<file path="src/hw/cplsc_cfg.svh">
`ifndef CPLSC_CFG_SVH
`define CPLSC_CFG_SVH

// Clock enable patterns, ordered {core, bus, irq_unit}.
`define CPLSC_CLKEN_RUN 3'h7
`define CPLSC_CLKEN_STOPGRANT 3'h3
`define CPLSC_CLKEN_SLEEP 3'h0

// Reset value of every synchroniser flop: all sideband inputs idle high.
`define CPLSC_SYNC_RST 1'h1

// Cycles after reset release before the strap is caught; covers two
// synchroniser stages plus one settle cycle.
`define CPLSC_STRAP_WAIT 2'h3

`endif

</file>
<file path="src/hw/cplsc_pkg.sv">
package cplsc_pkg;

  // Power state of the processor.
  typedef enum logic [1:0] {
    CPLSC_RUN,
    CPLSC_STOPGRANT,
    CPLSC_SLEEP,
    CPLSC_DEEPSLEEP
  } cplsc_state_t;

  // Progress of a management interrupt entry.
  typedef enum logic [1:0] {
    CPLSC_M_IDLE,
    CPLSC_M_SAVE,
    CPLSC_M_ACK
  } cplsc_mseq_t;

  // Kind of acknowledge transaction offered to the bus unit.
  typedef enum logic {
    CPLSC_ACK_STOPGRANT,
    CPLSC_ACK_MGMT
  } cplsc_ack_t;

  // Internal clock enables, one per unit group.
  typedef struct packed {
    logic core;
    logic bus;
    logic irq_unit;
  } cplsc_clk_en_t;

  // Synchronised sideband levels, as on the pins.
  typedef struct packed {
    logic clock_halt_req_n;
    logic sleep_req_n;
    logic deep_sleep_req_n;
    logic mgmt_irq_n;
    logic bus_clk_present;
  } cplsc_side_t;

endpackage

</file>
<file path="src/hw/cplsc_top.sv">
// Function
// - Sleep request in stop-grant enters sleep.
// - Sleep gates every unit clock off.
// - Sleep ignores snoops and interrupts.
// - Sleep reacts only to reset, sleep, deep-sleep, bus clock loss.
// - Sleep release returns to stop-grant, bus and irq_unit clocks restart.
// - Bus clock stop or deep request enters deep-sleep.
// - Accepted management interrupt saves state, enters mode.
// - Issue management acknowledge, then start handler.
// - Management interrupt at reset release disables outputs.
// - Clock halt request enters stop-grant from running.
// - Stop-grant entry issues stop-grant acknowledge.
// - Stop-grant stops core, keeps bus, irq_unit.
// - Stop-grant keeps snooping and servicing interrupts.
// - Halt release restarts all clocks, resumes execution.
// - Clock halt is asynchronous, bus clock untouched.
// - Socket presence output is tied low.
`include "cplsc_cfg.svh"

module cplsc_top
  import cplsc_pkg::*;
(
  input wire logic mclk,
  input wire logic nrst,
  input wire logic clock_halt_req_n,
  input wire logic sleep_req_n,
  input wire logic deep_sleep_req_n,
  input wire logic mgmt_irq_n,
  input wire logic bus_clk_present,
  input wire logic snoop_req,
  input wire logic irq_req,
  input wire logic ack_ready,
  input wire logic mgmt_resume,
  output logic ack_valid,
  output cplsc_ack_t ack_kind,
  output cplsc_clk_en_t clk_en,
  output logic snoop_take,
  output logic irq_take,
  output logic state_save,
  output logic handler_start,
  output logic mgmt_mode,
  output logic exec_run,
  output logic pin_drive_en,
  output logic socket_present_n,
  output cplsc_state_t pm_state
);

  cplsc_side_t side_raw;
  cplsc_side_t side;
  cplsc_state_t state_r;
  cplsc_state_t state_nxt;
  cplsc_mseq_t mseq_r;
  cplsc_mseq_t mseq_nxt;
  logic halt;
  logic sleep;
  logic deep;
  logic bclk_ok;
  logic mgmt_prev_r;
  logic mgmt_edge;
  logic mgmt_pend_r;
  logic mgmt_accept;
  logic [1:0] strap_cnt_r;
  logic strap_done_r;
  logic hiz_r;
  logic ack_pend_r;
  logic ack_done;
  logic sg_ack_pend;
  logic enter_sg;

  ////////////////////////////////////////////////////////////////////////
  // Sideband pins are asynchronous to the bus clock; they are only
  // sampled here, so the bus clock itself is never touched.
  assign side_raw = '{clock_halt_req_n, sleep_req_n, deep_sleep_req_n,
                      mgmt_irq_n, bus_clk_present};

  cplsc_sync #(
    .W(5)
  ) u_sync (
    .mclk(mclk),
    .nrst(nrst),
    .d(side_raw),
    .q(side)
  );

  // Active-high views of the synchronised requests.
  assign halt = !side.clock_halt_req_n;
  assign sleep = !side.sleep_req_n;
  assign deep = !side.deep_sleep_req_n;
  assign bclk_ok = side.bus_clk_present;

  ////////////////////////////////////////////////////////////////////////
  // Strap capture: the management pin level is taken a few cycles after
  // release, once the synchroniser holds real pin values.
  always_ff @(posedge mclk or negedge nrst) begin
    if (!nrst) begin
      strap_cnt_r <= 2'h0;
      strap_done_r <= 1'h0;
      hiz_r <= 1'h0;
    end else if (!strap_done_r) begin
      if (strap_cnt_r == `CPLSC_STRAP_WAIT) begin
        strap_done_r <= 1'h1;
        hiz_r <= !side.mgmt_irq_n;
      end else begin
        strap_cnt_r <= strap_cnt_r + 2'h1;
      end
    end
  end

  // Outputs stay released until the strap is known, so a tristating
  // part never glitches onto the bus.
  assign pin_drive_en = strap_done_r && !hiz_r;

  // Tie-low presence output for board detection.
  assign socket_present_n = 1'h0;

  ////////////////////////////////////////////////////////////////////////
  // Management interrupt request latch; a new edge beats the clear.
  assign mgmt_edge = mgmt_prev_r && !side.mgmt_irq_n;

  always_ff @(posedge mclk or negedge nrst) begin
    if (!nrst) begin
      mgmt_prev_r <= 1'h1;
    end else begin
      mgmt_prev_r <= side.mgmt_irq_n;
    end
  end

  always_ff @(posedge mclk or negedge nrst) begin
    if (!nrst) begin
      mgmt_pend_r <= 1'h0;
    end else if (mgmt_edge && strap_done_r) begin
      mgmt_pend_r <= 1'h1;
    end else if (mgmt_accept) begin
      mgmt_pend_r <= 1'h0;
    end
  end

  // Requests are only accepted while executing and not already inside
  // the management mode; a request during low power waits for wake-up.
  assign mgmt_accept = mgmt_pend_r && pin_drive_en && !mgmt_mode &&
                       (state_r == CPLSC_RUN) && (mseq_r == CPLSC_M_IDLE);

  ////////////////////////////////////////////////////////////////////////
  // Acknowledge port towards the bus unit.
  assign ack_valid = ack_pend_r && pin_drive_en;
  assign ack_done = ack_valid && ack_ready;
  assign sg_ack_pend = ack_pend_r && (ack_kind == CPLSC_ACK_STOPGRANT);
  assign enter_sg = (state_r == CPLSC_RUN) &&
                    (state_nxt == CPLSC_STOPGRANT);

  always_ff @(posedge mclk or negedge nrst) begin
    if (!nrst) begin
      ack_pend_r <= 1'h0;
      ack_kind <= CPLSC_ACK_STOPGRANT;
    end else if (enter_sg) begin
      ack_pend_r <= 1'h1;
      ack_kind <= CPLSC_ACK_STOPGRANT;
    end else if (mseq_r == CPLSC_M_SAVE) begin
      ack_pend_r <= 1'h1;
      ack_kind <= CPLSC_ACK_MGMT;
    end else if (ack_done) begin
      ack_pend_r <= 1'h0;
    end
  end

  ////////////////////////////////////////////////////////////////////////
  // Management entry sequence: save, acknowledge, then handler.
  always_comb begin
    mseq_nxt = mseq_r;
    case (mseq_r)
      CPLSC_M_IDLE: begin
        if (mgmt_accept) begin
          mseq_nxt = CPLSC_M_SAVE;
        end
      end
      CPLSC_M_SAVE: begin
        mseq_nxt = CPLSC_M_ACK;
      end
      CPLSC_M_ACK: begin
        if (ack_done) begin
          mseq_nxt = CPLSC_M_IDLE;
        end
      end
      default: begin
        mseq_nxt = CPLSC_M_IDLE;
      end
    endcase
  end

  always_ff @(posedge mclk or negedge nrst) begin
    if (!nrst) begin
      mseq_r <= CPLSC_M_IDLE;
    end else begin
      mseq_r <= mseq_nxt;
    end
  end

  // Save strobe, handler start strobe and the mode flag.
  always_ff @(posedge mclk or negedge nrst) begin
    if (!nrst) begin
      state_save <= 1'h0;
      handler_start <= 1'h0;
      mgmt_mode <= 1'h0;
    end else begin
      state_save <= mgmt_accept;
      handler_start <= ack_done && (ack_kind == CPLSC_ACK_MGMT);
      if (mgmt_accept) begin
        mgmt_mode <= 1'h1;
      end else if (mgmt_resume && (mseq_r == CPLSC_M_IDLE)) begin
        mgmt_mode <= 1'h0;
      end
    end
  end

  ////////////////////////////////////////////////////////////////////////
  // Power state machine. Stop-grant is held until its acknowledge has
  // gone out, so the chipset never sees a sleep without the grant.
  always_comb begin
    state_nxt = state_r;
    case (state_r)
      CPLSC_RUN: begin
        if (halt && !mgmt_accept && (mseq_r == CPLSC_M_IDLE)) begin
          state_nxt = CPLSC_STOPGRANT;
        end
      end
      CPLSC_STOPGRANT: begin
        if (!sg_ack_pend) begin
          if (!halt) begin
            state_nxt = CPLSC_RUN;
          end else if (sleep) begin
            state_nxt = CPLSC_SLEEP;
          end
        end
      end
      CPLSC_SLEEP: begin
        // Only sleep, deep-sleep and bus clock loss are looked at.
        if (!sleep) begin
          state_nxt = CPLSC_STOPGRANT;
        end else if (deep || !bclk_ok) begin
          state_nxt = CPLSC_DEEPSLEEP;
        end
      end
      CPLSC_DEEPSLEEP: begin
        if (!deep && bclk_ok) begin
          state_nxt = CPLSC_SLEEP;
        end
      end
      default: begin
        state_nxt = CPLSC_RUN;
      end
    endcase
  end

  always_ff @(posedge mclk or negedge nrst) begin
    if (!nrst) begin
      state_r <= CPLSC_RUN;
    end else begin
      state_r <= state_nxt;
    end
  end

  // Clock enables follow the next state so they switch with it.
  always_ff @(posedge mclk or negedge nrst) begin
    if (!nrst) begin
      clk_en <= `CPLSC_CLKEN_RUN;
    end else begin
      case (state_nxt)
        CPLSC_RUN: clk_en <= `CPLSC_CLKEN_RUN;
        CPLSC_STOPGRANT: clk_en <= `CPLSC_CLKEN_STOPGRANT;
        CPLSC_SLEEP: clk_en <= `CPLSC_CLKEN_SLEEP;
        default: clk_en <= `CPLSC_CLKEN_SLEEP;
      endcase
    end
  end

  // Snoops need the bus clock running, interrupts the irq_unit clock.
  assign snoop_take = snoop_req && clk_en.bus;
  assign irq_take = irq_req && clk_en.irq_unit;
  assign exec_run = (state_r == CPLSC_RUN);
  assign pm_state = state_r;
endmodule // cplsc_top

</file>
<file path="src/hw/cplsc_sync.sv">
`include "cplsc_cfg.svh"

// Two-stage level synchroniser; only the second stage is visible.
module cplsc_sync #(
  parameter int W = 5
) (
  input wire logic mclk,
  input wire logic nrst,
  input wire logic [W-1:0] d,
  output logic [W-1:0] q
);

  logic [W-1:0] meta_r;

  ////////////////////////////////////////////////////////////////////////
  // The first stage feeds the second stage and nothing else.
  always_ff @(posedge mclk or negedge nrst) begin
    if (!nrst) begin
      meta_r <= {W{`CPLSC_SYNC_RST}};
      q <= {W{`CPLSC_SYNC_RST}};
    end else begin
      meta_r <= d;
      q <= meta_r;
    end
  end

endmodule // cplsc_sync

</file>
<file path="config.mk">
export PLATFORM = sky130hd
export DESIGN_NAME = cplsc_top
export DESIGN_NICKNAME = d
export VERILOG_FILES = /design/src/hw/cplsc_pkg.sv /design/src/hw/cplsc_top.sv /design/src/hw/cplsc_sync.sv
export VERILOG_INCLUDE_DIRS = /design/src /design/src/hw
export SDC_FILE = /design/constraint.sdc
export NUM_CORES = 1
export LEC_CHECK = 0
export BUFFER_PORTS_ARGS = -buffer_cell sky130_fd_sc_hd__buf_2
export CORE_AREA = 4 4 53 55
export CTS_CLUSTER_DIAMETER = 150
export DETAILED_ROUTE_END_ITERATION = 8
export DIE_AREA = 0 0 57 59
export GPL_ROUTABILITY_DRIVEN = 0
export PLACE_DENSITY = 0.69
export SETUP_SLACK_MARGIN = 0.05
export SYNTH_ARGS = -nofsm -noshare
export SYNTH_HDL_FRONTEND = slang
export SYNTH_SLANG_ARGS = --single-unit
</file>
<file path="constraint.sdc">
create_clock -name mclk -period 2.7 [get_ports mclk]
set_clock_uncertainty 0.2 [all_clocks]
set_input_delay 0.27 -clock mclk [delete_from_list [all_inputs] [get_ports mclk]]
set_output_delay 0.27 -clock mclk [all_outputs]
set_load 0.02 [all_outputs]
</file>
==> qor.txt <==
status: finished, final reports clean
Post-Syn Instances: 76
CTS Buf Count: 3
GRT overflow: 0
vias in the first global route: 616
Filler Cells Inserted: 216
setup violators final: 0
Yosys top cell by area: dfrtp_1
sequential-to-total area share from yosys stat: 0.6794
Setup CP Type: flop to output pin
clock sinks: 27
Post-route DRC: 0
Crit. End Element: output pin
r2r setup slk: 1.20 ns
CP max stage delay: 0.48 ns
Synth top area share: 0.3440
postcts setup bufs: 0
Core Area: 2387 um^2
Inst Count DP: 128
Startpoint Class: flop
Tmin final: 1.777 ns
CTS resizes: 0
# IOs: 26
port bufs: 24
RSZ-0062 raised after global routing: no
Pre-antenna DRT Iters: 2
buffers plus inverters on the worst setup path: 1
Post-Route WL: 1581 um
setup TNS: 0 ns
drt via density: 4.659
Synth area leaders: dfrtp_1 (34%), dfstp_2 (34%), and3_1 (3.1%)
Worst-Skew Late Latency: 0.32 ns
worst hold endpoint: mgmt_mode$_DFFE_PN0P_
reg2reg path depth: 3
synth unique cells: 28
drt initial violations: 23
Netlist Area Pre-Place: 1018 um^2
CP arrival: 1.31 ns
crit path cell chain: nor2_1 -> buf_2
proportion of layout cells with a drive suffix above 1: 0.4259
CTS root buffer: clkbuf_4
drt wl/cell: 11.46 um
Antenna Nets Post-Route: 0
fmax: 562.6 MHz
endpoints failing hold: 0
antenna violations before repair: 0
Final Non-Filler Cells: 138
worst hold path depth: 3
part of the cycle the worst path needs: 0.6583
Pwr Density: 509.4 nW/um^2
Synth Register Bits: 27
CTS tree: done
worst vdd ir: 0.4056 mV
Post-synth top cells: dfrtp_1 (14), dfstp_2 (13), and3_1 (5), nand2_1 (5)
Top delay family on crit path: flip-flops
hold buffer count at cts: 6
die height: 59 um
syn_nets: 88
first-pass GRT wire length: 2601 um
via count: 643
Max FO, Critical Path: 8
Die ar.: 3363 um^2
Max clock buf depth: 2
row count: 18
Worst Tran Pin Value: 0.5611 ns
Total GRT Usage: 0.09837
Leak: 0.0006228 uW
Worst-path clk slew: 0.15 ns
Worst Path Required: 2.23 ns
Yosys Warn Count: 0
largest net degree at the start of global routing: 28
slowest CP cell: dfrtp_1
reg-to-reg endpoint: strap_cnt_r[1]$_DFFE_PN0P_
Starting Density: 0.4266
top-count cell post-synth: dfrtp_1
Worst Min Path Start: mgmt_resume
final slew viol count: 0
H-tree lvl count: 1
max cap viols: 0
Area Growth Syn to Fin: 22.73%
die width: 57 um
hpwl dp: 1161 um
ys async rst share: 1.000
number of flops mapped to enable cells by yosys: 0
post-route total power: 636.7 uW
slew margin rel.: 0.6259
# diodes: 0
Layout Nets: 121
post-synthesis area per instance: 13.40 um^2
ys flop type: dfrtp_1
HP Class: input port to flop
Worst R2R Start: strap_cnt_r[0]$_DFFE_PN0P_
## worst reg2reg max path: stages, from the launching register on
cell,delay (ns)
dfrtp_1,0.42
ha_1,0.22
nor2_1,0.20
mux2_2,0.36
## sequential cells by signal, summed over array words and instances (netlist names)
| signal | cells |
|---|---|
| handler_start | 1 |
| strap_done_r | 1 |
| u_sync.meta_r | 5 |
| ack_kind | 1 |
| hiz_r | 1 |
| u_sync.q | 5 |
| clk_en | 2 |
| mgmt_mode | 1 |
| mgmt_prev_r | 1 |
| strap_cnt_r | 2 |
| ack_pend_r | 1 |
| pm_state | 2 |
| mseq_r | 2 |
| state_save | 1 |
| mgmt_pend_r | 1 |
## cell usage in the layout, fill, tap and decap left out
master,instances
and4bb_4,1
nand4_1,1
buf_2,24
inv_1,4
dfrtp_1,14
a21o_2,1
o22ai_1,1
o21ai_0,2
xor2_1,1
o31ai_1,2
inv_4,1
nand4b_1,1
o41ai_2,1
and2_1,4
clkbuf_4,3
nand2_1,5
nand2b_1,4
dfstp_2,13
ha_1,1
mux2_2,1
a21oi_1,1
o21bai_1,1
a21o_1,1
or3_1,1
dlygate4sd3_1,6
a22o_1,1
and3_1,5
nor2_1,4
and2b_1,1
a221oi_2,1
conb_1,1
## stage by stage
stage	utilization	setup WS, ns	hold WS (ns)	instance area, um^2
detailed placement	0.4864	1.219	0.09694	1161
global route	0.5236	0.8375	0.009685	1250
floorplan	-	1.080	-0.2256	1018
global placement	0.4864	1.273	0.09240	1161
finish	0.5236	0.9225	0.01706	1250
CTS	0.5236	0.9061	0.01321	1250
## layout make-up
class	count	area [um^2]	share of cell area
Timing Repair Buffer	30	180.2	0.1441
Sequential cell	27	691.9	0.5536
Clock buffer	3	22.52	0.01802
Multi-Input combinational cell	43	296.5	0.2372
Tap cell	30	37.54	0.03003
Inverter	4	15.01	0.01201
Clock inverter	1	6.256	0.005005
## where the power goes
| group | switching (uW) | internal (uW) | total [uW] |
|---|---|---|---|
| sequential | 4.03 | 420 | 425 |
| clock | 118 | 57.6 | 176 |
| combinational | 19.6 | 16.9 | 36.6 |
| total | 142 | 495 | 637 |
## routing by layer
metal  track usage  vias to the layer above  wire [um]
li1              -                      320          -
met1        0.1356                      300        741
met2        0.1468                       23        700
met3       0.03268                        0        138
met4       0.03311                        0          0
met5             0                        -          0
## worst max-delay path by stage
stage	from	to	slack, ns	depth (start not counted)
after floorplan	pm_state[1]$_DFF_PN0_	pm_state[0]$_DFF_PN0_	1.08	3
after global placement	strap_cnt_r[0]$_DFFE_PN0P_	strap_cnt_r[1]$_DFFE_PN0P_	1.27	3
after detailed placement	strap_cnt_r[0]$_DFFE_PN0P_	strap_cnt_r[1]$_DFFE_PN0P_	1.22	3
after CTS	strap_done_r$_DFF_PN0_	ack_valid	0.91	3
after global routing	strap_done_r$_DFF_PN0_	ack_valid	0.84	3
final	pm_state[1]$_DFF_PN0_	exec_run	0.92	2
## logic make-up after synthesis
logic type	share of synthesized area
other	0.003682
AO/OA/AOI/OAI	0.09828
multiplexers	0.01106
XOR/XNOR	0.008601
AND/OR/NAND/NOR	0.1573
adder cells (fa/ha/maj)	0.01228
flip-flops	0.6794
buffers and inverters	0.02948
No activity file was read; power rests on OpenSTA's default activity.
